--- src/rbw_pkg.sv ---
package rbw_pkg;
  // Request and response codes
  localparam logic [7:0] CMD_WRITE = 8'h08;
  localparam logic [7:0] RSP_WRITE = 8'h09;
  localparam logic [3:0] ID_LAST = 4'h7;
  // Field ranges
  localparam logic [7:0] SVC_MIN = 8'h01;
  localparam logic [7:0] SVC_MAX = 8'h0B;
  localparam logic [3:0] SVC_SPLIT = 4'h8;
  localparam logic [7:0] BLK_LIM_FEW = 8'h0C;
  localparam logic [7:0] BLK_LIM_MANY = 8'h0B;
  localparam logic [15:0] BLK_NUM_MAX = 16'h001F;
  localparam logic [3:0] BYTE_LAST = 4'hF;
  // Memory map
  localparam logic [4:0] AIB_BLOCK = 5'h00;
  localparam logic [4:0] MSG_FIRST = 5'h01;
  localparam logic [4:0] MSG_LAST = 5'h1A;
  localparam logic [8:0] SYS_CODE_ADDR = 9'h1E0;
  localparam logic [15:0] SYS_CODE_NDEF = 16'h12FC;
  // Status flags
  localparam logic [7:0] FLAG1_OK = 8'h00;
  localparam logic [7:0] FLAG1_ERR = 8'hFF;
  localparam logic [7:0] ERR_NONE = 8'h00;
  localparam logic [7:0] ERR_SVC_CNT = 8'hA1;
  localparam logic [7:0] ERR_SVC_MIS = 8'hA2;
  localparam logic [7:0] ERR_BLK_CNT = 8'hA3;
  localparam logic [7:0] ERR_BLK_NUM = 8'hA4;
  localparam logic [7:0] ERR_LEN = 8'hA5;
  // Bytes of the response after its code
  localparam logic [3:0] RESP_TAIL = 4'hA;
  localparam logic [2:0] SYNC_RESET = 3'h0;

  typedef enum logic [10:0] {
    S_IDLE = 11'h001,
    S_ID = 11'h002,
    S_SVCN = 11'h004,
    S_SVC = 11'h008,
    S_BLKN = 11'h010,
    S_BLST = 11'h020,
    S_DATA = 11'h040,
    S_DONE = 11'h080,
    S_DRAIN = 11'h100,
    S_RESP = 11'h200,
    S_SKIP = 11'h400
  } rbw_state_e;
endpackage

--- src/rbw_mem_if.sv ---
`timescale 1ns/1ns
interface rbw_mem_if;
  logic wr;
  logic [8:0] addr;
  logic [7:0] data;
  logic ndefReady;
  modport ctrl (output wr, output addr, output data, input ndefReady);
  modport mem (input wr, input addr, input data, output ndefReady);
endinterface

--- src/rbw_nvm.sv ---
`timescale 1ns/1ns
module rbw_nvm #(
  parameter int ADDR_W = 9
) (
  // Clock, reset, enable
  input wire logic sys_clk,
  input wire logic rst,
  input wire logic ce,
  // Write port from the interpreter
  rbw_mem_if.mem port
);
  typedef struct packed {
    logic [7:0] sysHi;
    logic [7:0] sysLo;
    logic ndefReady;
  } rbw_nvm_s;

  rbw_nvm_s r;
  rbw_nvm_s n;
  // Nonvolatile store is not cleared by reset
  logic [7:0] mem [2**ADDR_W];

  // Shadow of the system code so readiness is defined from reset on
  always_comb
  begin
    n = r;
    if (ce)
    begin
      if (port.wr && port.addr == rbw_pkg::SYS_CODE_ADDR)
        n.sysHi = port.data;
      if (port.wr && port.addr == rbw_pkg::SYS_CODE_ADDR + 9'h001)
        n.sysLo = port.data;
      n.ndefReady = ({r.sysHi, r.sysLo} == rbw_pkg::SYS_CODE_NDEF);
    end
  end

  always_ff @(posedge sys_clk)
  begin
    if (rst)
      r <= '0;
    else
      r <= n;
  end

  // Byte array write
  always_ff @(posedge sys_clk)
  begin
    if (ce && port.wr)
      mem[port.addr] <= port.data;
  end

  assign port.ndefReady = r.ndefReady;
endmodule

--- src/rbw_write_ctrl.sv ---
`timescale 1ns/1ns
module rbw_write_ctrl #(
  parameter int MAX_BLOCKS = 12
) (
  // Clock, reset, enable
  input wire logic sys_clk,
  input wire logic rst,
  input wire logic ce,
  // Request bytes from the RF framer
  input wire logic rxValid,
  input wire logic [7:0] rxByte,
  input wire logic rxEnd,
  // Own card id, first byte in the top bits
  input wire logic [63:0] cardId,
  // Tunnel mode strap pin
  input wire logic tunnelPin,
  // Response bytes to the RF framer
  output logic txValid,
  output logic [7:0] txByte,
  input wire logic txReady,
  // Tunnel data to the host
  output logic hostValid,
  output logic [7:0] hostByte,
  // Status
  output logic msgWrite,
  output logic ndefReady
);
  typedef struct packed {
    rbw_pkg::rbw_state_e st;
    logic [3:0] cnt;
    logic [3:0] svcN;
    logic [3:0] blkN;
    logic [3:0] idx;
    logic [15:0] svcFirst;
    logic [7:0] hold;
    logic [1:0] elemPos;
    logic elemLong;
    logic [MAX_BLOCKS-1:0][4:0] blkList;
    logic idOk;
    logic err;
    logic [7:0] errCode;
    logic [79:0] respSh;
    logic [3:0] respLeft;
    logic txValid;
    logic [7:0] txByte;
    logic hostValid;
    logic [7:0] hostByte;
    logic memWr;
    logic [8:0] memAddr;
    logic [7:0] memData;
    logic msgWrite;
    logic [2:0] tunSync;
    logic tunnel;
    logic ndefReady;
  } rbw_ctrl_s;

  rbw_ctrl_s r;
  rbw_ctrl_s n;
  logic [4:0] curBlk;
  logic take;
  rbw_mem_if mif ();

  assign curBlk = r.blkList[r.idx];
  // Bytes that share a cycle with the frame end are not part of it
  assign take = rxValid && !rxEnd;

  rbw_nvm #(.ADDR_W(9)) u_nvm (
    .sys_clk(sys_clk),
    .rst(rst),
    .ce(ce),
    .port(mif.mem)
  );

  // Parser, checker and responder
  always_comb
  begin
    logic [15:0] word;
    logic [7:0] lim;
    logic [7:0] code;
    word = '0;
    lim = '0;
    code = '0;
    n = r;
    if (ce)
    begin
      n.memWr = 1'b0;
      n.hostValid = 1'b0;
      n.msgWrite = 1'b0;
      n.ndefReady = mif.ndefReady;
      // Three-stage sync; a change counts once stages two and three agree
      n.tunSync = {r.tunSync[1:0], tunnelPin};
      if (r.tunSync[1] == r.tunSync[2])
        n.tunnel = r.tunSync[2];
      if (rxEnd && r.st != rbw_pkg::S_RESP)
      begin
        // Frame closed: answer only when the card id was ours
        code = r.errCode;
        if (r.st != rbw_pkg::S_DONE && r.st != rbw_pkg::S_DRAIN && !r.err)
          code = rbw_pkg::ERR_LEN;
        if (r.st == rbw_pkg::S_IDLE || r.st == rbw_pkg::S_SKIP || !r.idOk)
          n.st = rbw_pkg::S_IDLE;
        else
        begin
          n.st = rbw_pkg::S_RESP;
          n.txValid = 1'b1;
          n.txByte = rbw_pkg::RSP_WRITE;
          n.respSh = {cardId,
            (code == rbw_pkg::ERR_NONE) ? rbw_pkg::FLAG1_OK
                                        : rbw_pkg::FLAG1_ERR,
            code};
          n.respLeft = rbw_pkg::RESP_TAIL;
        end
      end
      else
      begin
        case (r.st)
          rbw_pkg::S_IDLE:
          begin
            if (take && rxByte == rbw_pkg::CMD_WRITE)
            begin
              n.st = rbw_pkg::S_ID;
              n.cnt = '0;
              n.err = 1'b0;
              n.errCode = rbw_pkg::ERR_NONE;
              n.idOk = 1'b1;
            end
            else if (take)
              n.st = rbw_pkg::S_SKIP;
          end
          rbw_pkg::S_ID:
          begin
            if (take)
            begin
              // A foreign id makes the frame silent, not an error
              if (rxByte != cardId[{3'(rbw_pkg::ID_LAST[2:0] - r.cnt[2:0]),
                                    3'h0} +: 8])
                n.idOk = 1'b0;
              n.cnt = r.cnt + 4'h1;
              // A foreign frame is skipped whole, so none of it is stored
              if (r.cnt == rbw_pkg::ID_LAST)
                n.st = n.idOk ? rbw_pkg::S_SVCN : rbw_pkg::S_SKIP;
            end
          end
          rbw_pkg::S_SVCN:
          begin
            if (take)
            begin
              if (rxByte < rbw_pkg::SVC_MIN || rxByte > rbw_pkg::SVC_MAX)
              begin
                n.err = 1'b1;
                n.errCode = rbw_pkg::ERR_SVC_CNT;
                n.st = rbw_pkg::S_DRAIN;
              end
              else
              begin
                n.svcN = rxByte[3:0];
                n.cnt = '0;
                n.idx = '0;
                n.st = rbw_pkg::S_SVC;
              end
            end
          end
          rbw_pkg::S_SVC:
          begin
            if (take)
            begin
              n.cnt = r.cnt ^ 4'h1;
              if (!r.cnt[0])
                n.hold = rxByte;
              else
              begin
                word = {r.hold, rxByte};
                n.idx = r.idx + 4'h1;
                if (r.idx == '0)
                  n.svcFirst = word;
                if (r.idx != '0 && word != r.svcFirst)
                begin
                  n.err = 1'b1;
                  n.errCode = rbw_pkg::ERR_SVC_MIS;
                  n.st = rbw_pkg::S_DRAIN;
                end
                else if (r.idx == r.svcN - 4'h1)
                  n.st = rbw_pkg::S_BLKN;
              end
            end
          end
          rbw_pkg::S_BLKN:
          begin
            lim = (r.svcN <= rbw_pkg::SVC_SPLIT) ? rbw_pkg::BLK_LIM_FEW
                                                 : rbw_pkg::BLK_LIM_MANY;
            if (take)
            begin
              if (rxByte == 8'h00 || rxByte > lim)
              begin
                n.err = 1'b1;
                n.errCode = rbw_pkg::ERR_BLK_CNT;
                n.st = rbw_pkg::S_DRAIN;
              end
              else
              begin
                n.blkN = rxByte[3:0];
                n.idx = '0;
                n.elemPos = 2'h0;
                n.st = rbw_pkg::S_BLST;
              end
            end
          end
          rbw_pkg::S_BLST:
          begin
            if (take)
            begin
              // Bit 7 of the lead byte set means a two-byte element
              if (r.elemPos == 2'h0)
              begin
                n.elemLong = ~rxByte[7];
                n.elemPos = 2'h1;
              end
              else if (r.elemPos == 2'h1 && r.elemLong)
              begin
                n.hold = rxByte;
                n.elemPos = 2'h2;
              end
              else
              begin
                word = (r.elemPos == 2'h1) ? {8'h00, rxByte}
                                           : {rxByte, r.hold};
                n.elemPos = 2'h0;
                n.idx = r.idx + 4'h1;
                n.blkList[r.idx] = word[4:0];
                // All blocks are checked before any data byte lands
                if (word > rbw_pkg::BLK_NUM_MAX)
                begin
                  n.err = 1'b1;
                  n.errCode = rbw_pkg::ERR_BLK_NUM;
                  n.st = rbw_pkg::S_DRAIN;
                end
                else if (r.idx == r.blkN - 4'h1)
                begin
                  n.idx = '0;
                  n.cnt = '0;
                  n.st = rbw_pkg::S_DATA;
                end
              end
            end
          end
          rbw_pkg::S_DATA:
          begin
            if (take)
            begin
              if (r.tunnel)
              begin
                n.hostValid = 1'b1;
                n.hostByte = rxByte;
              end
              else
              begin
                n.memWr = 1'b1;
                n.memAddr = {curBlk, r.cnt};
                n.memData = rxByte;
                n.msgWrite = (curBlk >= rbw_pkg::MSG_FIRST &&
                              curBlk <= rbw_pkg::MSG_LAST);
              end
              n.cnt = r.cnt + 4'h1;
              if (r.cnt == rbw_pkg::BYTE_LAST)
              begin
                n.idx = r.idx + 4'h1;
                if (r.idx == r.blkN - 4'h1)
                  n.st = rbw_pkg::S_DONE;
              end
            end
          end
          rbw_pkg::S_DONE:
          begin
            // Surplus bytes: blocks are already stored or sent to the host, only the flag tells
            if (take)
            begin
              n.err = 1'b1;
              n.errCode = rbw_pkg::ERR_LEN;
              n.st = rbw_pkg::S_DRAIN;
            end
          end
          rbw_pkg::S_DRAIN:
            n.st = r.st;
          rbw_pkg::S_RESP:
          begin
            if (r.txValid && txReady)
            begin
              if (r.respLeft == '0)
              begin
                n.txValid = 1'b0;
                n.st = rbw_pkg::S_IDLE;
              end
              else
              begin
                n.txByte = r.respSh[79:72];
                n.respSh = {r.respSh[71:0], 8'h00};
                n.respLeft = r.respLeft - 4'h1;
              end
            end
          end
          rbw_pkg::S_SKIP:
            n.st = r.st;
          default:
            n.st = rbw_pkg::S_IDLE;
        endcase
      end
    end
  end

  always_ff @(posedge sys_clk)
  begin
    if (rst)
    begin
      r <= '0;
      r.st <= rbw_pkg::S_IDLE;
      r.tunSync <= rbw_pkg::SYNC_RESET;
    end
    else
      r <= n;
  end

  // Outputs and memory port
  assign mif.wr = r.memWr;
  assign mif.addr = r.memAddr;
  assign mif.data = r.memData;
  assign txValid = r.txValid;
  assign txByte = r.txByte;
  assign hostValid = r.hostValid;
  assign hostByte = r.hostByte;
  assign msgWrite = r.msgWrite;
  assign ndefReady = r.ndefReady;
endmodule

--- config.mk ---
export PLATFORM = sky130hd
export DESIGN_NAME = rbw_write_ctrl
export DESIGN_NICKNAME = d
export VERILOG_FILES = /design/src/rbw_pkg.sv /design/src/rbw_mem_if.sv /design/src/rbw_nvm.sv /design/src/rbw_write_ctrl.sv
export SDC_FILE = /design/constraint.sdc
export NUM_CORES = 1
export LEC_CHECK = 0
export ABC_AREA = 1
export BUFFER_PORTS_ARGS = -buffer_cell sky130_fd_sc_hd__buf_4
export CORE_AREA = 3 3 212 214
export CTS_CLUSTER_DIAMETER = 100
export DETAILED_ROUTE_END_ITERATION = 8
export DIE_AREA = 0 0 215 217
export HOLD_SLACK_MARGIN = 0.12
export PLACE_DENSITY = 0.56
export REMOVE_ABC_BUFFERS = 1
export SKIP_LAST_GASP = 1
export SYNTH_ARGS = -nofsm -noshare
export SYNTH_HDL_FRONTEND = slang
export SYNTH_SLANG_ARGS = --single-unit
export TNS_END_PERCENT = 1
--- constraint.sdc ---
create_clock -name sys_clk -period 5.2 [get_ports sys_clk]
set_input_delay 1.04 -clock sys_clk [delete_from_list [all_inputs] [get_ports sys_clk]]
set_output_delay 1.04 -clock sys_clk [all_outputs]
set_load 0.02 [all_outputs]
==> out/results.tsv, run 1 <==
stage	metric	value	unit
die	fp.coreArea	43100	um^2
power	ir_drop	0.235	mV
min_path	hp-start	u_nvm.r[2]	
power	powerDensity	314	nW/um^2
timing	hold_viol_final	0	
final_layout	fin_area	15000	um^2
timing	worstMarginPinSlew	1070	ps
worst_setup_path	worstPathMaxFanout	17	
power	finalPower	4.73	mW
clock_network	cts_resized	0	
routing	first_iter_violations	887	
routing	ant_nets	0	
placement	place.gp.congestion	0.896	
placement	numPortBuffers	98	
worst_setup_path	critPathSlowestCell	nand4_1	
worst_setup_path	timing.rr.start	r[245]	
clock_network	insertion_delay	580	ps
timing	rsz0062_at_grt	no	
worst_setup_path	crit_chain	buf_4 -> nor2_2 -> inv_2 -> nor2_1 -> nand4_1 -> o21ai_0 -> a21oi_1	
worst_setup_path	critPathMaxStageDelay	690	ps
outcome	status	finished, final reports clean	
clock_network	clockBufferDepth	3	
logic_synthesis	synth_cell_types	40	
grt	grt_pass1_wl	64500	um
worst_setup_path	cp-start-kind	input port	
logic_synthesis	syn_area	12900	um^2
logic_synthesis	synth_flop_cell	dfxtp_1	
worst_setup_path	cp.arrival	3670	ps
routing	dr.pass1.iters	5	
routing	routed_wl	40700	um
clock_network	clock_sinks	255	
clock_network	cts_setup_buffers	0	
routing	viasPerCell	4.93	
timing	slew_headroom	28.5	%
worst_setup_path	end_kind	flop	
grt	grt_pass1_vias	11700	
clock_network	cts_tree	yes	
die	pin_count	99	
min_path	worstHoldPathType	flop to flop	
logic_synthesis	synth_seq_cells	255	
routing	vias	12500	
grt	grt_max_degree	114	
grt	track_usage	16.8	%
timing	period_needed	3230	ps
logic_synthesis	synth_edf_count	0	
timing	tns	0	ps
job	maxCapViolations	0	
logic_synthesis	syn_avg_cell_area	6.78	um^2
logic_synthesis	syn_inst	1901	
die	die_x	215	um
final_layout	n_antenna_cell	0	
worst_setup_path	crit_path_start	rxEnd	
placement	placed_area	14000	um^2
die	die_y	217	um
timing	fin_crit_sh	62.2	%
final_layout	areaGrowthSynthToFinish	16.7	%
logic_synthesis	async_flop_share	0	%
timing	finalSetupViolCount	0	
final_layout	drive_gt1_share	10.3	%
placement	dp_hpwl	27700	um
die	dieArea	46700	um^2
clock_network	cts_root_buf	clkbuf_16	
die	rows	76	
clock_network	clk_pin_slew_worst_paths	60	ps
worst_setup_path	worstSetupPathType	input port to flop	
clock_network	cts-htree-levels	1	
logic_synthesis	yosysSeqAreaShare	39.6	%
final_layout	nNetsFinal	2021	
routing	routedWlPerCell	16.1	um
routing	drc	0	
timing	drv_slew	0	
grt	antenna_found_initial	0	
power	p_leak	6.35	nW
die	initial_core_util	29.9	%
clock_network	cts_made_buffers	30	
timing	hold_ws	445	ps
timing	fin_skew	23.0	ps
logic_synthesis	yosys_warnings	0	
worst_setup_path	cp.required	5630	ps
timing	fmax	0.309	GHz
clock_network	cts_hold_buffers	0	
grt	grt.overflow.total	0	
==> placed cells by master (no fill, tap or decap), types with 3 or more instances in the layout <==
master     instances
o211ai_1           9
clkbuf_1           4
nand4_1           14
inv_1            204
o21ai_1           18
clkbuf_8           4
nor2_4            11
xor2_1             6
nand2_1          407
nor4_1             9
clkinv_2           6
bufinv_16          6
xnor2_1            5
o21ai_0          258
nor3_1            19
clkinv_1           8
nor2_8             3
nand3_1           98
clkbuf_16         31
a21oi_1          199
o22ai_1            4
nand2_2            3
a31oi_1           65
inv_2              4
a211oi_1          14
dfxtp_1          255
buf_4            111
nand2_4            6
nor2_1           132
ha_1              13
==> cell families (layout without fill, tap and decap cells) <==
logic type	Yosys count	after routing	synth area share, %
xor gates and xnor gates	11	11	0.747
adders and majority gates	13	13	1.26
buffers and inverters	334	383	10.3
AOI/OAI and AO/OA	574	574	23.6
DFF	255	255	39.6
and+or+nand+nor	714	714	24.5
==> per-stage QoR <==
stage,utilization [%],setup slack [ps],cells
global route,34.9,1610,2535
global placement,32.4,1430,2482
CTS,34.9,2000,2535
finish,34.9,1970,2535
floorplan,-,998,1785
detailed placement,32.4,1440,2482
==> final timing paths <==
path	to	slack, ps	cells after the start
setup reg to reg	r[113]	1980	15
hold / removal	u_nvm.r[2]	450	2
hold reg to reg	u_nvm.r[2]	450	2
setup / recovery	hostByte[0]	1970	7
==> area by class of cell <==
| cell class | count | area [um^2] |
|---|---|---|
| multi-input combinational | 1312 | 6460 |
| timing repair buffer | 112 | 853 |
| fill | 4627 | 28000 |
| tap | 585 | 732 |
| clock inverter | 14 | 229 |
| sequential | 255 | 5100 |
| clock buffer | 39 | 846 |
| inverter | 218 | 822 |
==> critical path, delay by kind of cell <==
family / cells / cell delay (ps)
AO/OA/AOI/OAI: 2 / 550
buffers and inverters: 2 / 490
AND/OR/NAND/NOR: 3 / 1570
==> power breakdown <==
part / switching [mW] / internal, mW
Clock: 0.878 / 1.44
Sequential: 0.0210 / 1.99
Combinational: 0.269 / 0.132
==> per-layer routing <==
layer,wire (um),global-route usage (%),up-vias
met3,2160,2.67,70
met5,0,0,-
met2,18400,27.9,308
met4,1000,4.45,0
met1,19100,22.9,5791
li1,-,-,6340
==> synth_stat cells (2+ instances only) <==
library cell / instances / area, um^2
ha_1: 13 / 163
buf_2: 15 / 75.1
nor3_2: 2 / 20.0
nand4_1: 14 / 87.6
nand2_4: 6 / 67.6
nor4_4: 2 / 42.5
buf_1: 5 / 18.8
o21bai_1: 2 / 15.0
nand3_1: 98 / 490
inv_2: 4 / 15.0
a31oi_1: 65 / 407
o21ai_0: 258 / 1290
o21a_1: 2 / 15.0
buf_4: 16 / 120
nor3_1: 19 / 95.1
a211oi_1: 14 / 105
dfxtp_1: 255 / 5100
nor2_4: 11 / 124
o211ai_1: 9 / 67.6
or2_2: 2 / 12.5
clkbuf_1: 80 / 300
clkinv_1: 8 / 30.0
nand2_1: 407 / 1530
nor2_2: 2 / 12.5
nor2_1: 132 / 495
xnor2_1: 5 / 43.8
inv_1: 206 / 773
a21oi_1: 199 / 996
nor4_1: 9 / 56.3
o21ai_1: 18 / 90.1
xor2_1: 6 / 52.6
nand3_2: 2 / 20.0
o22ai_1: 4 / 25.0
nor2_8: 3 / 60.1
nand2_2: 3 / 18.8
(Power assumes the default switching activity.)
==> inputs of run 2 (changes only) <==
--- a/config.mk
+++ b/config.mk
@@ -5,14 +5,14 @@
 export SDC_FILE = /design/constraint.sdc
 export NUM_CORES = 1
 export LEC_CHECK = 0
-export ABC_AREA = 1
+export ABC_AREA = 0
 export BUFFER_PORTS_ARGS = -buffer_cell sky130_fd_sc_hd__buf_4
-export CORE_AREA = 3 3 212 214
+export CORE_AREA = 3 3 210 212
 export CTS_CLUSTER_DIAMETER = 100
 export DETAILED_ROUTE_END_ITERATION = 8
-export DIE_AREA = 0 0 215 217
+export DIE_AREA = 0 0 213 215
 export HOLD_SLACK_MARGIN = 0.12
-export PLACE_DENSITY = 0.56
+export PLACE_DENSITY = 0.58
 export REMOVE_ABC_BUFFERS = 1
 export SKIP_LAST_GASP = 1
 export SYNTH_ARGS = -nofsm -noshare
==> constraint.sdc (replaced) <==
create_clock -name sys_clk -period 2.7 [get_ports sys_clk]
set_input_delay 0.54 -clock sys_clk [delete_from_list [all_inputs] [get_ports sys_clk]]
set_output_delay 0.54 -clock sys_clk [all_outputs]
set_load 0.02 [all_outputs]
==> run 2 against run 1 <==
Routed wire length is 1.6% lower. Largest power group unchanged. First-iteration DRC count is 17% higher. Non-clock buffer count is 168 higher. Critical path depth unchanged. Synthesized area is 1.8% lower. Sequential share of layout area shrank 2.5 points. The flow now finishes with violations (negative setup slack). Core utilization rose by 3.7 points.
==> out/results.tsv, run 2 <==
stage	metric	value	unit
placement	place_ws	-661	ps
final_layout	fin_area	16300	um^2
placement	numPortBuffers	98	
final_layout	layout_common_cells	buf_4 (259), dfxtp_1 (252), nand2_1 (247)	
placement	placed_area	15100	um^2
die	pin_count	99	
routing	drc	0	
worst_setup_path	setup.reg_to_reg.worst_slack	-9	ps
clock_network	cts_made_buffers	29	
clock_network	clock_sinks	255	
logic_synthesis	synth_compound_area_share	14.5	%
grt	antenna_found_initial	0	
timing	fin_crit_sh	100	%
timing	slew_headroom	50.0	%
timing	fmax	0.369	GHz
logic_synthesis	yosysTopAreaCellShare	40.3	%
clock_network	clockBufferDepth	3	
logic_synthesis	synth_top_family_by_area	simple AND/OR/NAND/NOR gates	
routing	viasPerCell	5.20	
power	p_leak	6.17	nW
clock_network	cts-htree-levels	1	
timing	worstMarginPinSlew	741	ps
grt	grt_pass1_vias	11400	
clock_network	cts_hold_buffers	0	
routing	routedWlPerCell	17.6	um
die	initial_core_util	30.1	%
logic_synthesis	yosys_warnings	0	
routing	first_iter_violations	1034	
power	finalPower	8.37	mW
clock_network	cts_root_buf	clkbuf_16	
final_layout	n_antenna_cell	0	
logic_synthesis	synth_fa_ha_area_share	1.28	%
power	powerDensity	514	nW/um^2
worst_setup_path	worstSetupPathType	flop to flop	
logic_synthesis	synth_edf_count	0	
timing	rsz0062_at_grt	yes	
die	die_x	213	um
grt	track_usage	16.8	%
worst_setup_path	worstPathMaxFanout	6	
final_layout	final_common_cell	buf_4	
routing	vias	11900	
logic_synthesis	post-synth-top-count-cell	dfxtp_1	
logic_synthesis	synth_top_area_cell	dfxtp_1	
logic_synthesis	synth_seq_cells	255	
grt	grt_pass1_wl	62800	um
timing	period_needed	2710	ps
timing	hold_viol_final	0	
worst_setup_path	cp-start-kind	flop	
logic_synthesis	yosysSeqAreaShare	40.3	%
min_path	worstHoldPathType	input port to flop	
placement	place.gp.congestion	0.921	
final_layout	areaGrowthSynthToFinish	28.5	%
final_layout	fin_util	38.6	%
logic_synthesis	syn_area	12700	um^2
power	ir_drop	0.527	mV
worst_setup_path	cp.required	3180	ps
final_layout	nNetsFinal	1810	
logic_synthesis	synth_cell_types	67	
logic_synthesis	synth.mux.area_fraction	10.5	%
placement	dp.cells	2220	
outcome	violations	negative setup slack	
clock_network	cts_tree	yes	
final_layout	drive_gt1_share	23.3	%
routing	routed_wl	40000	um
timing	finalSetupViolCount	1	
outcome	status	finished, violations left	
timing	worst_slack	-8.87	ps
placement	dp_hpwl	28300	um
grt	grt.overflow.total	0	
die	fp.coreArea	42100	um^2
logic_synthesis	syn_inst	1551	
die	die_y	215	um
clock_network	insertion_delay	550	ps
logic_synthesis	yosys.area_share.simple	24.9	%
logic_synthesis	synthXorXnorAreaFrac	3.02	%
clock_network	clk_pin_slew_worst_paths	60	ps
logic_synthesis	synth_area_leaders	dfxtp_1 (40%), nand2_1 (7.3%), nor2_1 (6.4%)	
worst_setup_path	end_kind	flop	
final_layout	layoutNonFillerInstCount	2279	
routing	dr.pass1.iters	6	
logic_synthesis	syn_avg_cell_area	8.16	um^2
logic_synthesis	synth_flop_cell	dfxtp_1	
routing	ant_nets	0	
die	dieArea	45800	um^2
job	maxCapViolations	0	
timing	drv_slew	0	
logic_synthesis	async_flop_share	0	%
grt	grt_max_degree	95	
timing	fin_skew	13.6	ps
worst_setup_path	cp.arrival	3190	ps
logic_synthesis	ys_top_cells_by_count	dfxtp_1 (255), nand2_1 (247), nor2_1 (215)	
die	rows	75	
## run 2: cell count changes after synthesis, moves of 31 or more
cell / change
a21oi_1: -64
a31oi_1: -63
o21ai_0: -228
mux4_2: +31
nand3_1: -60
mux2i_1: +59
nand2_1: -160
a311oi_1: +60
inv_1: -190
nor3_1: +63
nor2_1: +83
## run 2: final cells by class
class                      count  area (um^2)
fill                        4198        25900
multi-input combinational   1134         7100
sequential                   255         5110
timing repair buffer         280         2360
clock buffer                  44          862
tap                          539          674
clock inverter                 9          101
inverter                      18         67.6
## run 2: logic make-up (layout without fill, tap and decap cells)
| family | after synthesis | in the layout |
|---|---|---|
| AO/OA/AOI/OAI | 287 | 288 |
| XOR/XNOR | 42 | 42 |
| adder cells (fa/ha/maj) | 13 | 13 |
| buffers and inverters | 163 | 351 |
| flip-flops | 255 | 255 |
| multiplexers | 94 | 94 |
| AND/OR/NAND/NOR | 697 | 697 |
## run 2: worst max-delay path: stages, from the launching register on
cell      delay (ps)
dfxtp_1          370
or4_4            600
o31ai_4          350
o211ai_2         160
a211oi_2         240
o211ai_1         250
or4b_1           530
a21oi_1          150
## run 2: final timing paths
check                  from        end  depth (start not counted)
hold / removal    tunnelPin       r[2]                          3
setup / recovery     r[246]     r[237]                          7
hold reg to reg   txByte[4]  txByte[4]                          2
setup reg to reg     r[246]     r[237]                          7
## run 2: stage by stage
stage / TNS, ps / hold WS, ps
after floorplan: -259280 / 425
after global placement: -7500 / 441
after detailed placement: -8290 / 447
after CTS: -876 / 222
after global routing: -3700 / 264
final: -8.87 / 252
## run 2: what timing repair did
| item | 4_1_cts | 5_1_grt |
|---|---|---|
| pin swaps | 0 | 14 |
| setup buffers | 0 | 4 |
| hold endpoints to repair | 0 | 0 |
| gates resized for setup | 6 | 35 |
| cloned | 0 | 2 |
| endpoints found under the setup margin | 34 | 159 |
## run 2: metal layers
metal  up-vias  global-route usage [%]  part of all wire [%]
met5         -                       0                     0
met4         0                    5.03                   2.8
met3        62                    2.01                   4.4
met2       293                    28.1                    48
met1      5700                    22.7                    45
li1       5802                       -                     -
## run 2: report_power, final
| part | total, mW | internal, mW | leakage [nW] | switching (mW) |
|---|---|---|---|---|
| Sequential | 3.79 | 3.78 | 2.06 | 0.0111 |
| Clock | 3.97 | 2.38 | 0.475 | 1.59 |
| Combinational | 0.605 | 0.262 | 3.64 | 0.343 |
| Total | 8.37 | 6.42 | 6.17 | 1.95 |
